## src/rtl/switch_global_control_pkg.sv

```systemverilog
package switch_global_control_pkg;
  // ----------------------------------------------------------------
  // register map: two byte-wide registers, at bus addresses 3 and 4; other addresses read zero
  // ----------------------------------------------------------------
  localparam int ADDR_W = 8;
  localparam int DATA_W = 8;
  localparam logic [ADDR_W-1:0] IDX_CTRL_A = 8'h03;
  localparam logic [ADDR_W-1:0] IDX_CTRL_B = 8'h04;
  localparam logic [ADDR_W-1:0] ADDR_CTRL_A = IDX_CTRL_A;
  localparam logic [ADDR_W-1:0] ADDR_CTRL_B = IDX_CTRL_B;

  // ----------------------------------------------------------------
  // field positions, first control register
  // ----------------------------------------------------------------
  localparam int A_PASS_ALL = 7;
  localparam int A_REPEATER = 6;
  localparam int A_TX_FC = 5;
  localparam int A_RX_FC = 4;
  localparam int A_LEN_CHECK = 3;
  localparam int A_AGING = 2;
  localparam int A_FAST_AGE = 1;
  localparam int A_AGGR_BACKOFF = 0;

  // ----------------------------------------------------------------
  // field positions, second control register
  // ----------------------------------------------------------------
  localparam int B_VLAN_STRICT = 7;
  localparam int B_MCAST_STORM_OFF = 6;
  localparam int B_BP_CARRIER = 5;
  localparam int B_FAIR = 4;
  localparam int B_NO_EXCESS_DROP = 3;
  localparam int B_HUGE = 2;
  localparam int B_LEGAL_SIZE = 1;
  localparam int B_PRIO_RESERVE = 0;

  // ----------------------------------------------------------------
  // reset values; strap bits reset to zero and are loaded after release
  // ----------------------------------------------------------------
  localparam logic [DATA_W-1:0] CTRL_A_RESET = 8'h34;
  localparam logic [DATA_W-1:0] CTRL_B_RESET = 8'hf1;
  localparam logic [1:0] STRAP_WAIT = 2'h2;

  // ----------------------------------------------------------------
  // frame limits
  // ----------------------------------------------------------------
  localparam logic [10:0] LEN_HUGE_MAX = 11'd1916;
  localparam logic [10:0] LEN_DEFAULT_MAX = 11'd1536;
  localparam logic [10:0] LEN_LEGAL_TAGGED = 11'd1522;
  localparam logic [10:0] LEN_LEGAL_UNTAGGED = 11'd1518;
  localparam logic [15:0] LEN_TYPE_LIMIT = 16'd1500;
  localparam logic [10:0] HDR_UNTAGGED = 11'd18;
  localparam logic [10:0] HDR_TAGGED = 11'd22;
  localparam logic [10:0] MIN_PAYLOAD = 11'd46;
  localparam int BCAST_MCAST_BIT = 40;
  localparam logic [4:0] EXCESS_COLLISIONS = 5'd16;
  localparam logic [5:0] PRIO_RESERVED_BUFFERS = 6'd48;

  // ----------------------------------------------------------------
  // timing
  // ----------------------------------------------------------------
  localparam int CLK_PERIOD_NS = 4;
  localparam int TICK_NS = 1000;
  localparam int TICK_CYCLES = TICK_NS / CLK_PERIOD_NS;
  localparam int FAST_AGE_US = 800;
  localparam int NORMAL_AGE_S = 200;
  localparam int NORMAL_AGE_US = NORMAL_AGE_S * 1000000;
  localparam int AGE_CNT_W = 28;
endpackage : switch_global_control_pkg

```

## src/rtl/switch_global_control_regs.sv

```systemverilog
`timescale 1ns/1ps
module switch_global_control_regs
  import switch_global_control_pkg::*;
#(
  parameter int TICK_LEN = TICK_CYCLES,
  parameter int FAST_AGE_TICKS = FAST_AGE_US,
  parameter int NORMAL_AGE_TICKS = NORMAL_AGE_US
) (
  input wire logic clk,
  input wire logic arst_n,
  input wire logic [ADDR_W-1:0] addr,
  input wire logic [DATA_W-1:0] wr_data,
  input wire logic wr_en,
  input wire logic rd_en,
  output logic [DATA_W-1:0] rd_data,
  input wire logic switch_port_mode_strap,
  input wire logic switch_port_rx_bit0_strap,
  input wire logic sniffer_active,
  input wire logic link_loss_age,
  input wire logic frame_valid,
  input wire logic [10:0] frame_len,
  input wire logic frame_tagged,
  input wire logic frame_errored,
  input wire logic [15:0] frame_len_type,
  input wire logic [47:0] frame_da,
  input wire logic frame_crosses_vlan,
  input wire logic frame_known_unicast,
  input wire logic [4:0] collision_count,
  input wire logic shared_dest_contention,
  output logic verdict_valid,
  output logic verdict_accept,
  output logic verdict_drop_error,
  output logic verdict_drop_size,
  output logic verdict_drop_length,
  output logic verdict_drop_vlan,
  output logic verdict_storm_regulated,
  output logic excess_collision_drop,
  output logic drop_non_fc_source,
  output logic pause_fc_source,
  output logic repeater_mode,
  output logic tx_flow_ctrl_en,
  output logic rx_flow_ctrl_en,
  output logic aggressive_backoff,
  output logic carrier_sense_backpressure,
  output logic port_mirror_allowed,
  output logic [5:0] prio_reserved_buffers,
  output logic age_pulse,
  output logic fast_age_active
);
  // ----------------------------------------------------------------
  // strap synchronisers and load after reset release
  // ----------------------------------------------------------------
  logic [1:0] strap_meta_q;
  logic [1:0] strap_sync_q;
  logic [1:0] strap_cnt_q;
  logic strap_done_q;
  wire strap_load = !strap_done_q && (strap_cnt_q == STRAP_WAIT);

  always_ff @(posedge clk or negedge arst_n) begin
    if (!arst_n) begin
      strap_meta_q <= 2'h0;
      strap_sync_q <= 2'h0;
    end else begin
      strap_meta_q <= {switch_port_rx_bit0_strap, switch_port_mode_strap};
      strap_sync_q <= strap_meta_q;
    end
  end

  always_ff @(posedge clk or negedge arst_n) begin
    if (!arst_n) begin
      strap_cnt_q <= 2'h0;
      strap_done_q <= 1'b0;
    end else if (!strap_done_q) begin
      strap_cnt_q <= strap_cnt_q + 2'h1;
      strap_done_q <= strap_load;
    end
  end

  // ----------------------------------------------------------------
  // register bus slave
  // ----------------------------------------------------------------
  logic [DATA_W-1:0] ctrl_a_q;
  logic [DATA_W-1:0] ctrl_b_q;
  logic [DATA_W-1:0] ctrl_a_d;
  logic [DATA_W-1:0] ctrl_b_d;
  logic [DATA_W-1:0] rd_data_q;
  wire hit_a = (addr == ADDR_CTRL_A);
  wire hit_b = (addr == ADDR_CTRL_B);
  wire [DATA_W-1:0] rd_mux = hit_a ? ctrl_a_q : (hit_b ? ctrl_b_q : 8'h00);

  always_comb begin
    ctrl_a_d = ctrl_a_q;
    ctrl_b_d = ctrl_b_q;
    if (wr_en && hit_a) begin
      ctrl_a_d = wr_data;
    end
    if (wr_en && hit_b) begin
      ctrl_b_d = wr_data;
    end
    if (strap_load) begin
      ctrl_a_d[A_AGGR_BACKOFF] = strap_sync_q[0];
      ctrl_b_d[B_NO_EXCESS_DROP] = strap_sync_q[0];
      ctrl_b_d[B_LEGAL_SIZE] = strap_sync_q[1];
    end
  end

  always_ff @(posedge clk or negedge arst_n) begin
    if (!arst_n) begin
      ctrl_a_q <= CTRL_A_RESET;
      ctrl_b_q <= CTRL_B_RESET;
    end else begin
      ctrl_a_q <= ctrl_a_d;
      ctrl_b_q <= ctrl_b_d;
    end
  end

  always_ff @(posedge clk or negedge arst_n) begin
    if (!arst_n) begin
      rd_data_q <= 8'h00;
    end else begin
      rd_data_q <= rd_en ? rd_mux : 8'h00;
    end
  end
  assign rd_data = rd_data_q;

  // ----------------------------------------------------------------
  // static control outputs
  // ----------------------------------------------------------------
  assign repeater_mode = ctrl_a_q[A_REPEATER];
  assign tx_flow_ctrl_en = ctrl_a_q[A_TX_FC];
  assign rx_flow_ctrl_en = ctrl_a_q[A_RX_FC];
  assign aggressive_backoff = ctrl_a_q[A_AGGR_BACKOFF];
  assign carrier_sense_backpressure = ctrl_b_q[B_BP_CARRIER];
  assign port_mirror_allowed = ctrl_b_q[B_VLAN_STRICT];
  assign prio_reserved_buffers = ctrl_b_q[B_PRIO_RESERVE] ? PRIO_RESERVED_BUFFERS : 6'h00;

  // ----------------------------------------------------------------
  // frame admission decode
  // ----------------------------------------------------------------
  wire [10:0] hdr_len = frame_tagged ? HDR_TAGGED : HDR_UNTAGGED;
  wire [10:0] payload_len = (frame_len > hdr_len) ? (frame_len - hdr_len) : 11'h000;
  wire [10:0] legal_max = frame_tagged ? LEN_LEGAL_TAGGED : LEN_LEGAL_UNTAGGED;
  wire [10:0] size_max = ctrl_b_q[B_HUGE] ? LEN_HUGE_MAX :
                         (ctrl_b_q[B_LEGAL_SIZE] ? legal_max : LEN_DEFAULT_MAX);
  wire pass_bad = ctrl_a_q[A_PASS_ALL] && sniffer_active;
  wire err_drop = frame_errored && !pass_bad;
  wire size_drop = frame_len > size_max;
  wire padded = (payload_len == MIN_PAYLOAD) && (frame_len_type < 16'(MIN_PAYLOAD));
  wire len_mismatch = (frame_len_type != 16'(payload_len)) && !padded;
  wire len_drop = ctrl_a_q[A_LEN_CHECK] && (frame_len_type < LEN_TYPE_LIMIT) && len_mismatch;
  wire vlan_drop = frame_crosses_vlan && (ctrl_b_q[B_VLAN_STRICT] || !frame_known_unicast);
  wire da_bcast = &frame_da;
  wire storm_hit = da_bcast || (!ctrl_b_q[B_MCAST_STORM_OFF] && frame_da[BCAST_MCAST_BIT]);

  logic verdict_valid_q;
  logic verdict_accept_q;
  logic drop_error_q;
  logic drop_size_q;
  logic drop_length_q;
  logic drop_vlan_q;
  logic storm_q;

  always_ff @(posedge clk or negedge arst_n) begin
    if (!arst_n) begin
      verdict_valid_q <= 1'b0;
      verdict_accept_q <= 1'b0;
      drop_error_q <= 1'b0;
      drop_size_q <= 1'b0;
      drop_length_q <= 1'b0;
      drop_vlan_q <= 1'b0;
      storm_q <= 1'b0;
    end else begin
      verdict_valid_q <= frame_valid;
      verdict_accept_q <= frame_valid && !(err_drop || size_drop || len_drop || vlan_drop);
      drop_error_q <= frame_valid && err_drop;
      drop_size_q <= frame_valid && size_drop;
      drop_length_q <= frame_valid && len_drop;
      drop_vlan_q <= frame_valid && vlan_drop;
      storm_q <= frame_valid && storm_hit;
    end
  end

  assign verdict_valid = verdict_valid_q;
  assign verdict_accept = verdict_accept_q;
  assign verdict_drop_error = drop_error_q;
  assign verdict_drop_size = drop_size_q;
  assign verdict_drop_length = drop_length_q;
  assign verdict_drop_vlan = drop_vlan_q;
  assign verdict_storm_regulated = storm_q;

  // ----------------------------------------------------------------
  // collision and contention decisions
  // ----------------------------------------------------------------
  logic excess_drop_q;
  logic drop_non_fc_q;
  logic pause_fc_q;
  wire excess_hit = (collision_count >= EXCESS_COLLISIONS) && !ctrl_b_q[B_NO_EXCESS_DROP];
  wire fair_mode = ctrl_b_q[B_FAIR];

  always_ff @(posedge clk or negedge arst_n) begin
    if (!arst_n) begin
      excess_drop_q <= 1'b0;
      drop_non_fc_q <= 1'b0;
      pause_fc_q <= 1'b0;
    end else begin
      excess_drop_q <= excess_hit;
      drop_non_fc_q <= shared_dest_contention && fair_mode;
      pause_fc_q <= shared_dest_contention && !fair_mode;
    end
  end
  assign excess_collision_drop = excess_drop_q;
  assign drop_non_fc_source = drop_non_fc_q;
  assign pause_fc_source = pause_fc_q;

  // ----------------------------------------------------------------
  // aging timer: microsecond tick, normal or one fast cycle
  // ----------------------------------------------------------------
  localparam logic [7:0] TICK_LAST = 8'(TICK_LEN - 1);
  localparam logic [AGE_CNT_W-1:0] FAST_LAST = AGE_CNT_W'(FAST_AGE_TICKS - 1);
  localparam logic [AGE_CNT_W-1:0] NORMAL_LAST = AGE_CNT_W'(NORMAL_AGE_TICKS - 1);
  logic [7:0] tick_cnt_q;
  logic us_tick_q;
  logic [AGE_CNT_W-1:0] age_cnt_q;
  logic fast_bit_prev_q;
  logic fast_pending_q;
  logic age_pulse_q;
  wire aging_en = ctrl_a_q[A_AGING];
  wire fast_req = (ctrl_a_q[A_FAST_AGE] && !fast_bit_prev_q) || link_loss_age;
  wire [AGE_CNT_W-1:0] age_last = fast_pending_q ? FAST_LAST : NORMAL_LAST;
  wire age_done = aging_en && us_tick_q && !fast_req && (age_cnt_q >= age_last);

  always_ff @(posedge clk or negedge arst_n) begin
    if (!arst_n) begin
      tick_cnt_q <= 8'h00;
      us_tick_q <= 1'b0;
    end else begin
      us_tick_q <= (tick_cnt_q == TICK_LAST);
      tick_cnt_q <= (tick_cnt_q == TICK_LAST) ? 8'h00 : tick_cnt_q + 8'h01;
    end
  end

  always_ff @(posedge clk or negedge arst_n) begin
    if (!arst_n) begin
      age_cnt_q <= '0;
    end else if (!aging_en || fast_req || age_done) begin
      age_cnt_q <= '0;
    end else if (us_tick_q) begin
      age_cnt_q <= age_cnt_q + AGE_CNT_W'(1);
    end
  end

  always_ff @(posedge clk or negedge arst_n) begin
    if (!arst_n) begin
      fast_bit_prev_q <= 1'b0;
      fast_pending_q <= 1'b0;
      age_pulse_q <= 1'b0;
    end else begin
      fast_bit_prev_q <= ctrl_a_q[A_FAST_AGE];
      fast_pending_q <= fast_req || (fast_pending_q && !age_done);
      age_pulse_q <= age_done;
    end
  end
  assign age_pulse = age_pulse_q;
  assign fast_age_active = fast_pending_q;

  // ----------------------------------------------------------------
  // assertions
  // ----------------------------------------------------------------
  a_read_data_slot: assert property (@(posedge clk) disable iff (!arst_n)
    !$past(rd_en) |-> rd_data == 8'h00)
    else $error("read data outside its slot");

  a_write_ctrl_a: assert property (@(posedge clk) disable iff (!arst_n)
    wr_en && hit_a && !strap_load |=> ctrl_a_q == $past(wr_data))
    else $error("control a write lost");

  a_strap_load: assert property (@(posedge clk) disable iff (!arst_n)
    strap_load && !wr_en |=> {ctrl_b_q[B_LEGAL_SIZE], ctrl_a_q[A_AGGR_BACKOFF]} == $past(strap_sync_q)
      && ctrl_b_q[B_NO_EXCESS_DROP] == ctrl_a_q[A_AGGR_BACKOFF])
    else $error("strap value not captured");

  a_bad_frame_pass: assert property (@(posedge clk) disable iff (!arst_n)
    frame_valid && frame_errored && !(ctrl_a_q[A_PASS_ALL] && sniffer_active) |=> !verdict_accept && verdict_drop_error)
    else $error("errored frame forwarded");

  a_huge_limit: assert property (@(posedge clk) disable iff (!arst_n)
    frame_valid && ctrl_b_q[B_HUGE] |=> verdict_drop_size == ($past(frame_len) > 11'd1916))
    else $error("huge size limit wrong");

  a_legal_limit: assert property (@(posedge clk) disable iff (!arst_n)
    frame_valid && !ctrl_b_q[B_HUGE] && ctrl_b_q[B_LEGAL_SIZE] && !frame_tagged
      |=> verdict_drop_size == ($past(frame_len) > 11'd1518))
    else $error("legal size limit wrong");

  a_storm_scope: assert property (@(posedge clk) disable iff (!arst_n)
    frame_valid && ctrl_b_q[B_MCAST_STORM_OFF] && !(&frame_da) |=> !verdict_storm_regulated)
    else $error("multicast regulated while excluded");

  a_excess_coll: assert property (@(posedge clk) disable iff (!arst_n)
    collision_count >= 5'd16 && !ctrl_b_q[B_NO_EXCESS_DROP] |=> excess_collision_drop)
    else $error("excess collision frame kept");

  a_fair_choice: assert property (@(posedge clk) disable iff (!arst_n)
    shared_dest_contention |=> drop_non_fc_source == $past(fair_mode) && pause_fc_source == !$past(fair_mode))
    else $error("contention resolution wrong");

  a_aging_off: assert property (@(posedge clk) disable iff (!arst_n)
    !aging_en && !$past(aging_en) |-> !age_pulse)
    else $error("age pulse while aging disabled");

  a_fast_once: assert property (@(posedge clk) disable iff (!arst_n)
    age_pulse && $past(fast_pending_q) && !$past(fast_req) |-> !fast_pending_q)
    else $error("fast aging did not return to normal");

  a_vlan_strict: assert property (@(posedge clk) disable iff (!arst_n)
    frame_valid && frame_crosses_vlan && ctrl_b_q[B_VLAN_STRICT] |=> verdict_drop_vlan && !verdict_accept)
    else $error("frame crossed vlan boundary");

  a_unicast_cross: assert property (@(posedge clk) disable iff (!arst_n)
    frame_valid && frame_crosses_vlan && !ctrl_b_q[B_VLAN_STRICT] |=> verdict_drop_vlan == !$past(frame_known_unicast))
    else $error("unicast vlan crossing wrong");

  a_pass_all_sniff: assert property (@(posedge clk) disable iff (!arst_n)
    frame_valid && ctrl_a_q[A_PASS_ALL] && sniffer_active |=> !verdict_drop_error)
    else $error("errored frame dropped under pass-all");

  a_len_check_off: assert property (@(posedge clk) disable iff (!arst_n)
    frame_valid && (!ctrl_a_q[A_LEN_CHECK] || frame_len_type >= LEN_TYPE_LIMIT) |=> !verdict_drop_length)
    else $error("length field drop while not checked");

  a_default_limit: assert property (@(posedge clk) disable iff (!arst_n)
    frame_valid && !ctrl_b_q[B_HUGE] && !ctrl_b_q[B_LEGAL_SIZE]
      |=> verdict_drop_size == ($past(frame_len) > LEN_DEFAULT_MAX))
    else $error("default size limit wrong");

  a_legal_tagged: assert property (@(posedge clk) disable iff (!arst_n)
    frame_valid && !ctrl_b_q[B_HUGE] && ctrl_b_q[B_LEGAL_SIZE] && frame_tagged
      |=> verdict_drop_size == ($past(frame_len) > LEN_LEGAL_TAGGED))
    else $error("tagged size limit wrong");

  a_storm_bcast: assert property (@(posedge clk) disable iff (!arst_n)
    frame_valid && (&frame_da) |=> verdict_storm_regulated)
    else $error("broadcast frame not regulated");

  a_verdict_slot: assert property (@(posedge clk) disable iff (!arst_n)
    !frame_valid |=> !(verdict_valid || verdict_accept || verdict_drop_error || verdict_drop_size
      || verdict_drop_length || verdict_drop_vlan || verdict_storm_regulated))
    else $error("verdict outside its slot");

  a_excess_keep: assert property (@(posedge clk) disable iff (!arst_n)
    ctrl_b_q[B_NO_EXCESS_DROP] |=> !excess_collision_drop)
    else $error("excess collision frame dropped while kept");

  a_fast_start: assert property (@(posedge clk) disable iff (!arst_n)
    fast_req |=> fast_age_active)
    else $error("fast aging request lost");
endmodule : switch_global_control_regs

```

## config.mk

```make
export PLATFORM = sky130hd
export DESIGN_NAME = switch_global_control_regs
export DESIGN_NICKNAME = d
export VERILOG_FILES = /design/src/rtl/switch_global_control_pkg.sv /design/src/rtl/switch_global_control_regs.sv
export SDC_FILE = /design/constraint.sdc
export NUM_CORES = 1
export LEC_CHECK = 0
export BUFFER_PORTS_ARGS = -buffer_cell sky130_fd_sc_hd__buf_4
export CAP_MARGIN = 20
export CELL_PAD_IN_SITES_DETAIL_PLACEMENT = 0
export CELL_PAD_IN_SITES_GLOBAL_PLACEMENT = 2
export CORE_MARGIN = 2
export CORE_UTILIZATION = 34
export DETAILED_ROUTE_END_ITERATION = 12
export PLACE_DENSITY_LB_ADDON = 0.1
export SETUP_SLACK_MARGIN = 0.15
export SLEW_MARGIN = 25
export SYNTH_ARGS = -nofsm -noshare
export SYNTH_HDL_FRONTEND = slang
export SYNTH_SLANG_ARGS = --single-unit
export TNS_END_PERCENT = 5
```

## constraint.sdc

```tcl
create_clock -name clk -period 4 [get_ports clk]
set_input_delay 0.8 -clock clk [delete_from_list [all_inputs] [get_ports clk]]
set_output_delay 0.8 -clock clk [all_outputs]
set_load 0.03 [all_outputs]
```

==> results_tabular.tex <==
\begin{tabular}{lr}
\hline
Metric & Value \\
\hline
\multicolumn{2}{l}{\textbf{Worst setup path}} \\
\quad Worst-path cell chain & buf\_4 -> inv\_1 -> fa\_1 -> nor2b\_1 -> a22o\_1 -> nor3\_4 -> or4\_1 -> a2111oi\_2 -> nand4\_1 -> and3\_1 \\
\quad CP Max Fanout & 6 \\
\quad Critical path buffer and inverter count & 2 \\
\quad Data arrival at the endpoint of the critical path & 3320 ps \\
\quad Worst path max stage delay & 550 ps \\
\quad Crit path required time & 4230 ps \\
\quad Largest delay share family, worst path & simple AND/OR/NAND/NOR gates \\
\quad Cell with the largest stage delay on the worst path & or4\_1 \\
\quad Kind of end point of the critical path & flip-flop \\
\quad CP Launch Type & input port \\
\quad Setup CP Type & input port to flip-flop \\
\multicolumn{2}{l}{\textbf{Power and ir drop}} \\
\quad Worst vdd ir & 189 uV \\
\quad Total leakage power & 2.84 nW \\
\quad Power dissipated by switching net loads & 0.473 mW \\
\quad Sequential share of power & 0.448 \\
\quad Sw Share & 0.248 \\
\quad PwrDens & 303 nW/um2 \\
\quad Portion of total power attributed to combinational logic & 0.152 \\
\quad Internal portion of total power & 1.43 mW \\
\quad Part of the power in the clock network & 0.401 \\
\multicolumn{2}{l}{\textbf{Final layout}} \\
\quad Ratio of cells with drive above 1 in the final layout & 0.275 \\
\quad Fill cell count & approximately 1,300 \\
\quad Number of antenna cells inserted & 0 \\
\quad Flip-flop and latch area & 2040 um2 \\
\quad Total area of multi-input combinational cells & between 2000 and 3000 um2 \\
\quad Net count, final & 783 \\
\quad Area growth from synthesis to final layout & 30.5\% \\
\multicolumn{2}{l}{\textbf{Floorplan}} \\
\quad Die X-Extent & 123 um \\
\quad Die Height & approximately 120 um \\
\quad Number of ports placed on the die boundary & 142 \\
\quad Placeable Area & 13,800 um2 \\
\quad Initial standard-cell utilization of the core & 0.348 \\
\quad Die area & 15,100 um2 \\
\quad Total number of placement rows & 43 \\
\multicolumn{2}{l}{\textbf{Clock network}} \\
\quad Count of H-tree levels built during CTS & 3 \\
\quad Reg clk slew, reported paths & 60 ps \\
\quad Clock insertion delay at the later pin of the skew report & $\sim$340 ps \\
\quad Hold Buf Count CTS & 0 \\
\quad Total of cells resized after clock tree synthesis & 0 \\
\quad CTS tree & built \\
\quad Number of sinks handled by clock tree synthesis & 81 \\
\quad TritonCTS Buffers & 9 \\
\quad Root Buffer Master & clkbuf\_16 \\
\quad Post-CTS setup repair buffer count & 0 \\
\quad Deepest clock path buffer count & 2 \\
\multicolumn{2}{l}{\textbf{Status}} \\
\quad Outcome & complete, no violations \\
\multicolumn{2}{l}{\textbf{STA}} \\
\quad Number of pins with negative max-slew slack in the final report & 0 \\
\quad Pin slew with the least headroom to its limit & 1100 ps \\
\quad Sum of negative setup slack & 0 ps \\
\quad Final worst clock skew & 5.78 ps \\
\quad Post-route worst hold slack & 352 ps \\
\quad Final setup violating endpoints & 0 \\
\quad Time the final worst path needs with I/O delays and setup & 3090 ps \\
\quad Headroom to the max-slew limit & 0.259 \\
\quad Maximum operating frequency & 324 MHz \\
\quad Post-route fraction of the period consumed by the critical path & 0.772 \\
\quad Hold violation total from the final report & 0 \\
\quad RSZ-0062 raised after global routing & no \\
\multicolumn{2}{l}{\textbf{Detailed routing}} \\
\quad Wire per inst & 15.3 um \\
\quad Vias after detailed routing & 4,162 \\
\quad Iteration count of the initial detailed-routing pass & 6 \\
\quad Initial drt markers & 219 \\
\quad Remaining DRCs & 0 \\
\quad Antenna Violating Nets Remaining & 0 \\
\quad Via-to-Cell Ratio & 5.03 \\
\quad Detailed Route WL & 12,700 um \\
\multicolumn{2}{l}{\textbf{Synthesis}} \\
\quad Post-synthesis sequential area ratio & 0.424 \\
\quad Synthesis-stage register bit count & 81 \\
\quad Yosys warning count & 0 \\
\quad Fraction of registers with async set/reset & 1.00 \\
\quad Number of flops mapped to enable cells by yosys & 0 \\
\quad Number of distinct library cell variants in the gate-level netlist after synthesis & 58 \\
\quad Post-Syn Area & a little under 5000 um2 \\
\quad Post-synthesis cell count & 505 \\
\quad Syn\_area\_per\_cell & 9.52 um2 \\
\quad Synth Flop Type & dfrtp\_1 \\
\multicolumn{2}{l}{\textbf{Placed design}} \\
\quad Port Buffer Count & 133 \\
\quad RePlAce Congestion & 0.784 \\
\quad DPL Wire Length & 9720 um \\
\multicolumn{2}{l}{\textbf{Global routing}} \\
\quad Congestion Overflow GR & 0 \\
\quad Number of global-route vias before repair & 4,165 \\
\quad Largest net degree at the start of global routing & 82 \\
\quad Global-route total usage across every layer & 0.179 \\
\quad Number of antenna violations at the first check in global routing & 0 \\
\quad Wire length of the first global-routing pass & 21,100 um \\
\multicolumn{2}{l}{\textbf{Hold path}} \\
\quad Class of the worst hold path & flip-flop to flip-flop \\
\multicolumn{2}{l}{\textbf{Flow run}} \\
\quad Max-cap viol count & 0 \\
\hline
\end{tabular}
## through the flow
step | total power, mW | instances | setup slack [ps] | cell area, um2 | util
6_report | 1.90 | 827 | 914 | 6270 | 0.454
3_5_place_dp | 1.16 | 811 | 566 | 5990 | 0.433
2_1_floorplan | 1.00 | 508 | 949 | 4820 | -
3_3_place_gp | 1.15 | 811 | 587 | 5990 | 0.433
4_1_cts | 1.93 | 827 | 921 | 6270 | 0.453
5_1_grt | 2.00 | 827 | 710 | 6270 | 0.454
## registers in the layout (all words and copies together) (netlist names), 2 cells and up
signal / count
age_cnt_q: 28
ctrl_a_q: 8
ctrl_b_q: 8
rd_data: 8
tick_cnt_q: 8
strap_cnt_q: 2
strap_meta_q: 2
strap_sync_q: 2
## layout by cell type (no fill, tap or decap), drive strengths merged, types with 2 or more instances in the layout
| master | Yosys | final |
|---|---|---|
| a2111oi | 4 | 4 |
| a211o | 4 | 4 |
| a211oi | 2 | 2 |
| a21o | 3 | 3 |
| a21oi | 25 | 25 |
| a221oi | 2 | 2 |
| a22oi | 9 | 9 |
| a31oi | 2 | 2 |
| and2 | 3 | 3 |
| and3 | 5 | 5 |
| buf | 9 | 138 |
| clkbuf | 6 | 14 |
| conb | 1 | 4 |
| dfrtp | 73 | 73 |
| dfstp | 8 | 8 |
| ha | 30 | 30 |
| inv | 22 | 22 |
| mux2 | 12 | 12 |
| mux2i | 4 | 4 |
| nand2 | 33 | 33 |
| nand2b | 6 | 6 |
| nand3 | 21 | 21 |
| nand3b | 3 | 3 |
| nand4 | 25 | 25 |
| nand4b | 2 | 2 |
| nor2 | 61 | 61 |
| nor2b | 12 | 12 |
| nor3 | 15 | 15 |
| nor3b | 4 | 4 |
| nor4 | 9 | 9 |
| nor4b | 2 | 2 |
| o211ai | 2 | 2 |
| o21a | 4 | 4 |
| o21ai | 21 | 21 |
| o31ai | 2 | 2 |
| or3 | 5 | 5 |
| or4 | 5 | 5 |
| xnor2 | 19 | 19 |
| xor2 | 20 | 20 |
## cells by family after synthesis
group                    count (synthesis)  synth area share
buffers and inverters                   37            0.0357
AO/OA/AOI/OAI                           87             0.121
other                                    1          0.000780
AND/OR/NAND/NOR                        213             0.230
multiplexers                            16            0.0364
XOR/XNOR                                39            0.0711
adder cells (fa/ha/maj)                 31            0.0822
flip-flops                              81             0.424
## Yosys cell counts, types with 12 or more instances
cell type,count,area (um2)
xnor2_1,19,166
nor2_1,61,229
nor2b_1,12,75.1
a21oi_1,25,125
mux2_2,12,135
inv_1,22,82.6
o21ai_0,21,105
nor3_1,14,70.1
nand2_1,33,124
nand4_1,25,156
nand3_1,21,105
ha_1,30,375
xor2_1,20,175
dfrtp_1,73,1830
## layer usage
layer | GRT usage | part of all wire | vias up
met1 | 0.237 | 0.46 | 1963
met3 | 0.0438 | 0.051 | 22
met4 | 0.0582 | 0.019 | 0
met2 | 0.289 | 0.47 | 94
li1 | - | - | 2083
met5 | 0 | 0 | -
## power groups by stage
stage                     Sequential [mW]  Combinational (mW)  Clock [mW]
after floorplan                     0.878               0.122           0
after global placement              0.865               0.287           0
after detailed placement            0.866               0.290           0
after CTS                           0.852               0.292       0.789
after global routing                0.854               0.321       0.826
final                               0.852               0.289       0.762
## worst paths after layout
kind	start	endpoint	slack, ps	cells after the start
max in group asynchronous	arst_n	tick_cnt_q[4]$_DFF_PN0_	3010	1
worst max-delay path	frame_len[1]	verdict_drop_length$_DFF_PN0_	910	10
worst max register to register	fast_age_active$_DFF_PN0_	age_cnt_q[20]$_DFFE_PN0P_	1320	8
worst min register to register	strap_meta_q[0]$_DFF_PN0_	strap_sync_q[0]$_DFF_PN0_	350	0
min in group asynchronous	arst_n	age_cnt_q[26]$_DFFE_PN0P_	510	1
worst min-delay path	strap_meta_q[0]$_DFF_PN0_	strap_sync_q[0]$_DFF_PN0_	350	0
## cell type report
class | count | share of cell area
multi-input combinational | 390 | 0.416
clock buffer | 14 | 0.0421
timing repair buffer | 138 | 0.166
sequential | 81 | 0.325
clock inverter | 2 | 0.00200
inverter | 22 | 0.0132
tap | 180 | 0.0359
No activity file was read; power rests on OpenSTA's default activity.
